File: config.mk
export PLATFORM = sky130hd
export DESIGN_NAME = scbg_glue
export DESIGN_NICKNAME = d
export VERILOG_FILES = /design/src/scbg_pkg.sv /design/src/scbg_sync.sv /design/src/scbg_glue.sv
export VERILOG_INCLUDE_DIRS = /design/src
export SDC_FILE = /design/constraint.sdc
export NUM_CORES = 1
export LEC_CHECK = 0
export ABC_CLOCK_PERIOD_IN_PS = 8800
export BUFFER_PORTS_ARGS = -buffer_cell sky130_fd_sc_hd__buf_4
export CAP_MARGIN = 20
export CORE_AREA = 2 2 94 96
export DETAILED_ROUTE_END_ITERATION = 6
export DIE_AREA = 0 0 96 98
export GPL_TIMING_DRIVEN = 0
export PLACE_DENSITY = 0.82
export SLEW_MARGIN = 30
export SYNTH_ARGS = -nofsm -noshare
export SYNTH_HDL_FRONTEND = slang
export SYNTH_SLANG_ARGS = --single-unit
File: constraint.sdc
create_clock -name clk -period 8.8 [get_ports clk]
set_clock_uncertainty 0.05 [all_clocks]
set_input_delay 1.76 -clock clk [delete_from_list [all_inputs] [get_ports clk]]
set_output_delay 1.76 -clock clk [all_outputs]
set_load 0.05 [all_outputs]
File: src/scbg_params.svh
// constants of the serial card bus glue: port offsets, field positions, reset values
// assumes an eight-location i/o window decoded from host address lines a9..a3
// Functional notes
// RULE_01 - card answers exactly eight consecutive i/o addresses from the selected base
// RULE_02 - base can sit at any eight-aligned i/o location from 100 to 3f8 hex
// RULE_03 - seven switch positions compare a9..a3, position 1 against a9, low bits ignored
// RULE_04 - closed switch needs a 0 on its address line, open switch needs a 1
// RULE_05 - offsets 0..3 reach channel a data, a control, b data, b control
// RULE_06 - offset 4 reaches the board control/status port, not the serial controller
// RULE_07 - interrupt goes to exactly one selectable line: 2/9, 3, 4 or 5
// RULE_08 - normal mode drives the line alone; shared mode shares it, pull-down on one
// RULE_09 - half-duplex dma moves data one direction at a time per channel
// RULE_10 - full-duplex dma only on channel a, using host dma 1 and 3 together
// RULE_11 - two-channel dma puts a and b on different host dma channels
// RULE_12 - host dma acknowledge 1 or 3 goes to the serial channel assigned to it
// RULE_13 - channel b uses dma only half duplex and only with its enable routed
// RULE_14 - permanent-enable option keeps dma drivers on regardless of software bit
// RULE_15 - software-control option enables dma drivers only while bit 7 is set
// RULE_16 - with no driver option chosen, dma drivers stay off and no dma happens
// RULE_17 - power-on reset clears the software dma enable
// RULE_18 - permanent enable wins over any software clear of the dma enable bit
// RULE_19 - installer leaves all dma routing unselected when dma is not used
// RULE_20 - control/status write stores bit 7 as dma enable, 1 on, 0 off
// RULE_21 - bits 0,1 write terminal-ready a,b; reads return data-set-ready a,b
// RULE_22 - offsets 5..7 have no side effect and reads there drive no data
`ifndef SCBG_PARAMS_SVH
`define SCBG_PARAMS_SVH

`define SCBG_OFS_CHA_DATA 3'h0
`define SCBG_OFS_CHA_CTRL 3'h1
`define SCBG_OFS_CHB_DATA 3'h2
`define SCBG_OFS_CHB_CTRL 3'h3
`define SCBG_OFS_BOARD_CS 3'h4

`define SCBG_BIT_DTR_A 0
`define SCBG_BIT_DTR_B 1
`define SCBG_BIT_DMA_EN 7

`define SCBG_RST_DMA_EN 1'b0
`define SCBG_RST_DTR 1'b0

// a9..a8 of zero would fall below the lowest selectable base
`define SCBG_BASE_HI_NONE 2'h0

`endif

File: src/scbg_pkg.sv
// types shared by the serial card bus glue
// assumes scbg_params.svh supplies the numeric constants
package scbg_pkg;

  typedef enum logic [1:0] {PH_IDLE, PH_READ, PH_HOLD} scbg_phase_t;

  typedef enum logic [3:0] {
    DM_NONE, DM_HALF_A1, DM_HALF_A3, DM_HALF_B1, DM_HALF_B3,
    DM_SPLIT_SPLIT_DMA_A_HIGH, DM_SPLIT_SPLIT_DMA_A_LOW, DM_FULL_RX1, DM_FULL_RX3
  } scbg_dma_mode_t;

  typedef struct packed {
    scbg_phase_t phase;
    logic [2:0] rd_ofs;
    logic [1:0] sc_addr;
    logic [7:0] sc_wdata;
    logic sc_wr;
    logic sc_rd;
    logic [7:0] data_out;
    logic data_oe;
    logic dtr_a;
    logic dtr_b;
    logic dma_en;
    logic drq1;
    logic drq3;
    logic drq1_oe;
    logic drq3_oe;
    logic dack_a;
    logic dack_b;
    logic [3:0] irq_out;
    logic [3:0] irq_oe;
    logic irq_pulldown_en;
  } scbg_state_t;

endpackage : scbg_pkg

File: src/scbg_sync.sv
// two-stage synchroniser for a group of pin inputs
// assumes inputs are static or slow relative to clk; no bus coherence is promised
`timescale 1ns/100ps
module scbg_sync #(
  parameter int W = 1
) (
  // clock and reset
  input wire logic clk,
  input wire logic rst,
  // pins in, synchronised out
  input wire logic [W-1:0] d,
  output logic [W-1:0] q
);

  typedef struct packed {
    logic [W-1:0] meta;
    logic [W-1:0] stable;
  } scbg_sync_t;

  scbg_sync_t s_r;
  scbg_sync_t s_nxt;

  always_comb begin
    s_nxt = s_r;
    s_nxt.meta = d;
    s_nxt.stable = s_r.meta;
  end

  always_ff @(posedge clk or posedge rst) begin
    if (rst) begin
      s_r <= '0;
    end else begin
      s_r <= s_nxt;
    end
  end

  assign q = s_r.stable;

endmodule : scbg_sync

File: src/scbg_glue.sv
// host-bus glue of a two-channel serial adapter: window decode, port steering,
// board control/status port, interrupt line selection and dma routing/gating
// assumes the serial controller runs on clk; all host pins and straps are asynchronous
`timescale 1ns/100ps
`include "scbg_params.svh"
module scbg_glue (
  // clock and reset
  input wire logic clk,
  input wire logic rst,
  // host i/o bus
  input wire logic [9:0] host_addr,
  input wire logic host_aen,
  input wire logic host_ior_n,
  input wire logic host_iow_n,
  input wire logic [7:0] host_data_in,
  output logic [7:0] host_data_out,
  output logic host_data_oe,
  output logic card_hit,
  // board straps: 1 means jumper fitted or switch closed
  input wire logic [6:0] base_address_switch,
  input wire logic [3:0] irq_select_header,
  input wire logic irq_shared_sel,
  input wire logic [6:1] dma_ack_route_header,
  input wire logic [6:1] dma_request_route_header,
  input wire logic [1:0] dma_driver_gate_header,
  // serial controller port
  output logic sc_wr,
  output logic sc_rd,
  output logic [1:0] sc_addr,
  output logic [7:0] sc_wdata,
  input wire logic [7:0] sc_rdata,
  input wire logic sc_irq,
  input wire logic sc_req_a,
  input wire logic sc_dtr_req_a,
  input wire logic sc_req_b,
  output logic sc_dack_a,
  output logic sc_dack_b,
  // modem lines
  output logic dtr_a,
  output logic dtr_b,
  input wire logic dsr_a,
  input wire logic dsr_b,
  // host interrupt lines: bit 0 = 2/9, 1 = 3, 2 = 4, 3 = 5
  output logic [3:0] irq_out,
  output logic [3:0] irq_oe,
  output logic irq_pulldown_en,
  // host dma channels 1 and 3
  output logic drq1_out,
  output logic drq1_oe,
  output logic drq3_out,
  output logic drq3_oe,
  input wire logic dack1_n,
  input wire logic dack3_n
);

  // synchronised pins; strobes and acknowledges are inverted first so that
  // the reset value of the synchroniser reads as idle
  logic [9:0] addr_s;
  logic aen_s;
  logic ior_s;
  logic iow_s;
  logic [7:0] data_s;
  logic [6:0] sw_s;
  logic [3:0] irqsel_s;
  logic shared_s;
  logic [6:1] ack_hdr_s;
  logic [6:1] req_hdr_s;
  logic [1:0] gate_s;
  logic dsr_a_s;
  logic dsr_b_s;
  logic dack1_s;
  logic dack3_s;

  scbg_sync #(.W(21)) u_sync_bus (
    .clk(clk),
    .rst(rst),
    .d({host_addr, host_aen, ~host_ior_n, ~host_iow_n, host_data_in}),
    .q({addr_s, aen_s, ior_s, iow_s, data_s})
  );

  scbg_sync #(.W(26)) u_sync_strap (
    .clk(clk),
    .rst(rst),
    .d({base_address_switch, irq_select_header, irq_shared_sel, dma_ack_route_header,
        dma_request_route_header, dma_driver_gate_header}),
    .q({sw_s, irqsel_s, shared_s, ack_hdr_s, req_hdr_s, gate_s})
  );

  scbg_sync #(.W(4)) u_sync_misc (
    .clk(clk),
    .rst(rst),
    .d({dsr_a, dsr_b, ~dack1_n, ~dack3_n}),
    .q({dsr_a_s, dsr_b_s, dack1_s, dack3_s})
  );

  scbg_pkg::scbg_state_t s_r;
  scbg_pkg::scbg_state_t s_nxt;

  // window decode
  logic hit;
  logic [2:0] ofs;
  assign hit = !aen_s && (addr_s[9:3] == ~sw_s) && (addr_s[9:8] != `SCBG_BASE_HI_NONE); // RULE_01 RULE_02 RULE_03 RULE_04
  assign ofs = addr_s[2:0];
  assign card_hit = hit;

  // dma mode from the routing headers; an inconsistent mix falls to the
  // nearest listed mode rather than driving two sources onto one line
  scbg_pkg::scbg_dma_mode_t mode;
  logic b_en;
  logic full;
  assign full = req_hdr_s[6];
  assign b_en = req_hdr_s[5] && !full; // RULE_13

  always_comb begin
    mode = scbg_pkg::DM_NONE; // RULE_19
    if (full) begin
      mode = req_hdr_s[4] ? scbg_pkg::DM_FULL_RX1 : scbg_pkg::DM_FULL_RX3; // RULE_10
    end else if (ack_hdr_s[1] && ack_hdr_s[2] && b_en) begin
      mode = scbg_pkg::DM_SPLIT_SPLIT_DMA_A_HIGH; // RULE_11
    end else if (ack_hdr_s[1] && ack_hdr_s[3] && b_en) begin
      mode = scbg_pkg::DM_SPLIT_SPLIT_DMA_A_LOW; // RULE_11
    end else if (ack_hdr_s[4]) begin
      if (req_hdr_s[4] || req_hdr_s[3]) begin
        mode = scbg_pkg::DM_HALF_A1;
      end else if (req_hdr_s[2] || req_hdr_s[1]) begin
        mode = scbg_pkg::DM_HALF_A3;
      end
    end else if (b_en) begin
      if (req_hdr_s[3]) begin
        mode = scbg_pkg::DM_HALF_B1; // RULE_13
      end else if (req_hdr_s[1]) begin
        mode = scbg_pkg::DM_HALF_B3; // RULE_13
      end
    end
  end

  // dma drivers: jumper 1 forces on, jumper 2 hands control to bit 7
  logic drv_en;
  assign drv_en = gate_s[0] || (gate_s[1] && s_r.dma_en); // RULE_14 RULE_15 RULE_16 RULE_18

  // single request per channel in half duplex; a's second request only in full
  logic src1;
  logic src3;
  logic use1;
  logic use3;
  logic ack1_a;
  logic ack3_a;
  always_comb begin
    src1 = 1'b0;
    src3 = 1'b0;
    use1 = 1'b1;
    use3 = 1'b1;
    ack1_a = 1'b1;
    ack3_a = 1'b1;
    case (mode)
      scbg_pkg::DM_HALF_A1: begin
        src1 = sc_req_a; // RULE_09
        use3 = 1'b0;
      end
      scbg_pkg::DM_HALF_A3: begin
        src3 = sc_req_a; // RULE_09
        use1 = 1'b0;
      end
      scbg_pkg::DM_HALF_B1: begin
        src1 = sc_req_b;
        use3 = 1'b0;
        ack1_a = 1'b0;
      end
      scbg_pkg::DM_HALF_B3: begin
        src3 = sc_req_b;
        use1 = 1'b0;
        ack3_a = 1'b0;
      end
      scbg_pkg::DM_SPLIT_SPLIT_DMA_A_HIGH: begin
        src1 = sc_req_b;
        src3 = sc_req_a;
        ack1_a = 1'b0;
      end
      scbg_pkg::DM_SPLIT_SPLIT_DMA_A_LOW: begin
        src1 = sc_req_a;
        src3 = sc_req_b;
        ack3_a = 1'b0;
      end
      scbg_pkg::DM_FULL_RX1: begin
        src1 = sc_req_a; // RULE_10
        src3 = sc_dtr_req_a;
      end
      scbg_pkg::DM_FULL_RX3: begin
        src1 = sc_dtr_req_a; // RULE_10
        src3 = sc_req_a;
      end
      default: begin
        use1 = 1'b0;
        use3 = 1'b0;
      end
    endcase
  end

  // lowest fitted interrupt jumper wins so only one line is ever driven
  logic [3:0] irq_sel;
  always_comb begin
    irq_sel = 4'h0;
    for (int i = 3; i >= 0; i--) begin
      if (irqsel_s[i]) begin
        irq_sel = 4'h1 << i; // RULE_07
      end
    end
  end

  always_comb begin
    s_nxt = s_r;
    s_nxt.sc_wr = 1'b0;
    case (s_r.phase)
      scbg_pkg::PH_IDLE: begin
        if (hit && iow_s) begin
          s_nxt.phase = scbg_pkg::PH_HOLD;
          if (ofs < `SCBG_OFS_BOARD_CS) begin
            s_nxt.sc_wr = 1'b1; // RULE_05
            s_nxt.sc_addr = ofs[1:0];
            s_nxt.sc_wdata = data_s;
          end else if (ofs == `SCBG_OFS_BOARD_CS) begin
            s_nxt.dtr_a = data_s[`SCBG_BIT_DTR_A]; // RULE_06 RULE_21
            s_nxt.dtr_b = data_s[`SCBG_BIT_DTR_B]; // RULE_21
            s_nxt.dma_en = data_s[`SCBG_BIT_DMA_EN]; // RULE_20
          end
        end else if (hit && ior_s) begin
          s_nxt.phase = scbg_pkg::PH_READ;
          s_nxt.rd_ofs = ofs;
          s_nxt.sc_addr = (ofs < `SCBG_OFS_BOARD_CS) ? ofs[1:0] : s_r.sc_addr;
        end
      end
      scbg_pkg::PH_READ: begin
        if (!ior_s || !hit) begin
          s_nxt.phase = scbg_pkg::PH_IDLE;
        end
      end
      scbg_pkg::PH_HOLD: begin
        // one write per strobe, however long the host holds it
        if (!iow_s) begin
          s_nxt.phase = scbg_pkg::PH_IDLE;
        end
      end
      default: begin
        s_nxt.phase = scbg_pkg::PH_IDLE;
      end
    endcase
    s_nxt.sc_rd = (s_nxt.phase == scbg_pkg::PH_READ) && (s_nxt.rd_ofs < `SCBG_OFS_BOARD_CS);
    s_nxt.data_oe = (s_nxt.phase == scbg_pkg::PH_READ) && (s_nxt.rd_ofs <= `SCBG_OFS_BOARD_CS); // RULE_22
    s_nxt.data_out = 8'h00;
    if (s_nxt.sc_rd) begin
      s_nxt.data_out = sc_rdata;
    end else if (s_nxt.data_oe) begin
      s_nxt.data_out[`SCBG_BIT_DTR_A] = dsr_a_s; // RULE_21
      s_nxt.data_out[`SCBG_BIT_DTR_B] = dsr_b_s; // RULE_21
    end
    s_nxt.drq1_oe = drv_en && use1; // RULE_16
    s_nxt.drq3_oe = drv_en && use3;
    s_nxt.drq1 = drv_en && use1 && src1;
    s_nxt.drq3 = drv_en && use3 && src3;
    s_nxt.dack_a = drv_en && ((use1 && ack1_a && dack1_s) || (use3 && ack3_a && dack3_s)); // RULE_12
    s_nxt.dack_b = drv_en && ((use1 && !ack1_a && dack1_s) || (use3 && !ack3_a && dack3_s)); // RULE_12 RULE_13
    s_nxt.irq_out = irq_sel & {4{sc_irq}};
    s_nxt.irq_oe = shared_s ? (irq_sel & {4{sc_irq}}) : irq_sel; // RULE_08
    s_nxt.irq_pulldown_en = shared_s; // RULE_08
  end

  always_ff @(posedge clk or posedge rst) begin
    if (rst) begin
      s_r <= '0;
      s_r.dma_en <= `SCBG_RST_DMA_EN; // RULE_17
      s_r.dtr_a <= `SCBG_RST_DTR;
      s_r.dtr_b <= `SCBG_RST_DTR;
    end else begin
      s_r <= s_nxt;
    end
  end

  assign host_data_out = s_r.data_out;
  assign host_data_oe = s_r.data_oe;
  assign sc_wr = s_r.sc_wr;
  assign sc_rd = s_r.sc_rd;
  assign sc_addr = s_r.sc_addr;
  assign sc_wdata = s_r.sc_wdata;
  assign sc_dack_a = s_r.dack_a;
  assign sc_dack_b = s_r.dack_b;
  assign dtr_a = s_r.dtr_a;
  assign dtr_b = s_r.dtr_b;
  assign irq_out = s_r.irq_out;
  assign irq_oe = s_r.irq_oe;
  assign irq_pulldown_en = s_r.irq_pulldown_en;
  assign drq1_out = s_r.drq1;
  assign drq1_oe = s_r.drq1_oe;
  assign drq3_out = s_r.drq3;
  assign drq3_oe = s_r.drq3_oe;

  logic board_wr;
  assign board_wr = (s_r.phase == scbg_pkg::PH_IDLE) && hit && iow_s && (ofs == `SCBG_OFS_BOARD_CS);
endmodule : scbg_glue

### Yosys cells after proc, flatten, opt, wreduce, memory -nomap -nowiden

Cells that the tools add are included.

* register bits after elaboration: 146
* input bits: 65
* word-level logic and storage cells: 132

* $lt $le $gt $ge: 3
* reduce and logical (&&, ||, !) cells: 48
* muxes and demuxes: 35
* eq/ne operators: 13
* bitwise gates (word level): 7

Operators by type and width (count)
* 4-bit two-way mux: 10
* 1-bit logical AND: 26
* 2-bit two-way mux: 9
* 4-bit by 3-bit equality test with 1-bit output (second input constant): 4
* 14-bit two-way mux: 1
* 3-bit two-way mux: 4
* 6-bit OR reduction: 2
* 11-bit two-way mux: 1
* 9-bit two-way mux: 1
* 4-bit by 2-bit equality test with 1-bit output (second input constant): 2
* 7-bit equality test: 1
* 7-bit two-way mux: 1
* 7-bit inverter: 1
* 1-bit logical OR: 6
* 3-bit less-than comparator (second input constant): 2
* 6-bit two-way mux: 1
* 1-bit one-hot mux with 3 select lines: 2
* 2-bit one-hot mux with 3 select lines: 1
* 3-bit AND reduction: 2
* 3-bit OR reduction: 2
* 1-bit inverter: 5
* 4-bit AND: 1
* 2-bit by 1-bit equality test with 1-bit output (second input constant): 2
* 4-bit by 1-bit equality test with 1-bit output (second input constant): 1
* other kinds (10): 18

### Longest topological paths before layout

* word-level depth: 14
* mapped depth: 6
* mapped depth without buffers: 5

### Modules after synthesis

From an unflattened synthesis, not the netlist that was laid out.

* cell total of the unflattened synthesis: 301
* area total of the unflattened synthesis: 4719.5 um^2

By module, submodules not included
* scbg_glue: cells an instance 196, sequential area each 1101.1 um^2, area each 2155.8 um^2, instances 1
* scbg_sync at u_sync_strap: cells an instance 53, sequential area each 1301.2 um^2, area each 1305.0 um^2, instances 1
* scbg_sync at u_sync_bus: cells an instance 43, sequential area each 1051.0 um^2, area each 1054.8 um^2, instances 1
* scbg_sync at u_sync_misc: cells an instance 9, sequential area each 200.2 um^2, area each 203.9 um^2, instances 1

### Worst setup path after synthesis

No wires, ideal clock.

* kind: reg2out
* from: reg u_sync_strap.s_r, in the netlist u_sync_strap.q[25]
* to: out card_hit
* data required time: 6.990 ns
* arrival: 2.426 ns
* buffers on the path: 0
* stages on the path, launching flop included: 4
* slack: 4.564 ns
* cell sequence: dfrtp_1 > a21boi_0 > mux2i_1 > nor4_1

* word-level cells in the longest chain between the ends: 4

RTL lines
* from (decl): line scbg_sync.sv:20 `scbg_sync_t s_r;`
* from (signal assigned): line scbg_sync.sv:33 `s_r <= s_nxt;`
* 7-bit inverter: line scbg_glue.sv:102 `` assign hit = !aen_s && (addr_s[9:3] == ~sw_s) && (addr_s[9:8] != `SCBG_BASE_HI_NONE); ``
* 7-bit equality test: line scbg_glue.sv:102
* 1-bit logical AND (2 in series): line scbg_glue.sv:102
* to (decl): line scbg_glue.sv:18 `output logic card_hit,`

No other way between the ends.

### Worst setup path in the final report

* from: reg u_sync_bus.s_r, in the netlist u_sync_bus.q[20]
* to: out card_hit

* word-level cells in the longest chain between the ends: 3
* elaborated cells on any way between the ends: 4
* those cells by class: 1 x eq/ne; 3 x reduce/logical

RTL lines (line)
* from (decl): scbg_sync.sv:20
* from (signal assigned): scbg_sync.sv:33
* 7-bit equality test: scbg_glue.sv:102
* 1-bit logical AND: scbg_glue.sv:102
* 1-bit logical AND *: scbg_glue.sv:102

Mark *: on every way between the ends. The rest lies on a longest branch, timed or not.

==> impl_results.md <==
- Status: finished, final reports clean
- Clk sinks: 142
- DRT Wirelength: 7880 um
- Crit path DAT: 2.17 ns
- FILL cells: 529
- Hold Path Class: flop to flop
- Fmax: 251 MHz
- Worst Max-Slew Pin Slew: 0.679 ns
- Clock Pin Slew Worst Setup and Hold Paths: around 0.060 ns
- Final min period: about 4 ns
- Syn. warnings: 0
- RSZ-0062 raised after global routing: no
- Rel. slew slack: 54.3%
- First-pass GRT wire length: 13000 um
- Design area: ~0.0062 mm^2
- Hpwl dp: 5120 um
- Cell Area, Synth: 0.00467 mm^2
- Hold Vio Cnt, Final: 0
- Clock tree buffer depth: 2
- Leakage Power: 3.16 nW
- Gr ovfl total: 0
- Setup TNS: 0 ns
- 1st-pass router iterations: 4
- Die footprint: 0.00941 mm^2
- Die Ht: 98 um
- Synth cell types: 46
- Mux contribution to synthesized area: 5.14%
- Power, Total: 1.54 mW
- IO buf count: between 100 and 150
- Most frequent cell after synthesis: dfrtp_1
- Largest net degree at the start of global routing: 82
- Worst-Skew Late Latency: 0.51 ns
- Largest family of logic cells by synthesized area: simple AND/OR/NAND/NOR gates
- Share of layout cells above drive strength 1: around 42%
- Die Wd: 96 um
- # resized after CTS: 0
- Ys async rst share: 100%
- Fin nets: 478
- Setup violators final: 0
- Compound-Gate Fraction of Synth Area: 5.22%
- Rows: 34
- Vias/cell: 4.89
- Vias in the first global route: 2732
- Syn_area_per_cell: approximately 16 um^2
- Cell Area, Placed: 0.00560 mm^2
- Worst Path Max Fanout: 6
- CTS tree: built
- Via count: 2609
- Initial Util: a little under three fifths
- Initial antenna violation count: 0
- Number of H-tree branching levels: 4
- Drt drc: 0
- Pins Over Slew Limit: 0
- Tot GR Track Use: 18.8%
- Hold_buf cts: 0
- WS Path Type: flop to primary output
- Sequential share of the synthesized area: about three quarters
- Post-route ant nets: 0
- Critical path required time: 6.99 ns
- Number of synthesized flops with an enable pin: 0
- WL/cell: 14.8 um
- RD Place Congestion: 0.846
- Synth Area in Simple Gates: 7.23%
- Post-Synth XOR/XNOR Area: less than 1%
- Setup Buffers After CTS: 0
- Area contributors post-synth: dfrtp_1 76%, buf_4 4.2%, mux2_4 2.6%
- Synth Instances: 292
- Fin crit share: 45.2%
- Io pins: 104
- Area Overhead vs Synth: 33.5%
- Max-cap violations: 0
- TritonCTS Buffers: 17
- Worst hold slack: 0.293 ns
- #FFs+latches synth: 142
- Diode count: 0
- CP endpoint kind: primary output
- Largest area contributor in the netlist: dfrtp_1
- Core ar.: around 0.0085 mm^2
- Clock Tree Root: clkbuf_8
- Post-Synth Adder-Cell Area: 0%
- Top_reg_cell synth: dfrtp_1
- Post-synth top cells: 142 x dfrtp_1, 26 x buf_4, 12 x and2_1
- Cell Pwr Density: 247 mW/mm^2
- Post-Syn Nets: 357
- Peak supply drop: 229 uV
- CP Launch Type: flop
- Post-synth top area share: 76.1%
- 1st-iter DRT viols: 89
## path summary, 6_finish.rpt
| path | startpoint | to | slack, ns | depth (start not counted) |
|---|---|---|---|---|
| worst max-delay path | u_sync_bus.q[20]$_DFF_PP0_ | card_hit | 4.82 | 4 |
| worst min-delay path | u_sync_bus.s_nxt[11]$_DFF_PP0_ | u_sync_bus.q[11]$_DFF_PP0_ | 0.29 | 0 |
| worst max register to register | u_sync_strap.q[19]$_DFF_PP0_ | sc_wdata[4]$_DFFE_PP0P_ | 6.58 | 6 |
| worst min register to register | u_sync_bus.s_nxt[11]$_DFF_PP0_ | u_sync_bus.q[11]$_DFF_PP0_ | 0.29 | 0 |
| max in group asynchronous | rst | u_sync_bus.s_nxt[13]$_DFF_PP0_ | 6.79 | 3 |
| min in group asynchronous | rst | sc_dack_a$_DFF_PP0_ | 1.21 | 2 |
## critical path: stages (launching register included)
cell and delay [ns]:
dfrtp_1 0.38, a21boi_0 0.18, mux2i_1 0.13, nor4_2 0.65
buf_4 0.32
## through the flow
stage | utilization (%) | worst slack [ns] | instances
floorplan | - | 3.18 | 292
global route | 73.7 | 4.62 | 533
finish | 73.7 | 4.82 | 533
detailed placement | 66.2 | 5.01 | 502
CTS | 73.6 | 4.40 | 533
global placement | 65.7 | 2.12 | 501
## logic make-up (layout without fill, tap and decap cells)
logic type,after synthesis,count (layout)
simple gates,53,53
xor+xnor,5,5
buf+inv,39,172
mux,19,19
flops,142,142
compound gates,34,34
## power breakdown
| group | switching (mW) | internal [mW] |
|---|---|---|
| clock | 0.263 | 0.489 |
| combinational | 0.0515 | 0.0418 |
| sequential | 0.0134 | 0.682 |
## registers in the layout (all words and copies together) (netlist names), 2 cells and up
signal,count
host_data_out,8
sc_wdata,8
s_r,6
u_sync_bus.s_nxt,21
sc_addr,2
u_sync_strap.q,24
u_sync_misc.q,4
u_sync_strap.s_nxt,24
u_sync_misc.s_nxt,4
irq_oe,4
u_sync_bus.q,21
irq_out,4
## layout make-up
class | instances | area (um^2) | share of cell area, %
clock buffer | 18 | 418 | 6.70
sequential | 142 | 3550 | 57.0
multi-input combinational | 111 | 872 | 14.0
clock inverter | 13 | 214 | 3.43
inverter | 11 | 48.8 | 0.782
buffer | 28 | 211 | 3.39
tap | 108 | 135 | 2.17
timing repair buffer | 102 | 786 | 12.6
## metal layers
metal	vias to the layer above	wire length, um	GRT usage, %
met5	-	0	0
met4	0	124	8.24
met3	12	358	5.09
met2	82	4410	31.8
met1	1299	2980	22.3
li1	1216	-	-
## cell usage in the layout (no fill, tap or decap), drive strengths merged, types with 3 or more instances in the layout
cell,netlist,final
mux2i,3,3
bufinv,0,5
nand2,3,3
and3b,3,3
buf,28,130
dfrtp,142,142
o211ai,3,3
o21ai,4,4
nor2,7,7
inv,11,12
clkbuf,0,18
xor2,3,3
nor3b,3,3
a21o,4,4
mux2,16,16
or4,3,3
clkinv,0,5
a21oi,5,5
nor2b,3,3
and3,4,4
and2,12,12
nand3,3,3
Note: power is estimated with default switching activity, not from simulation.
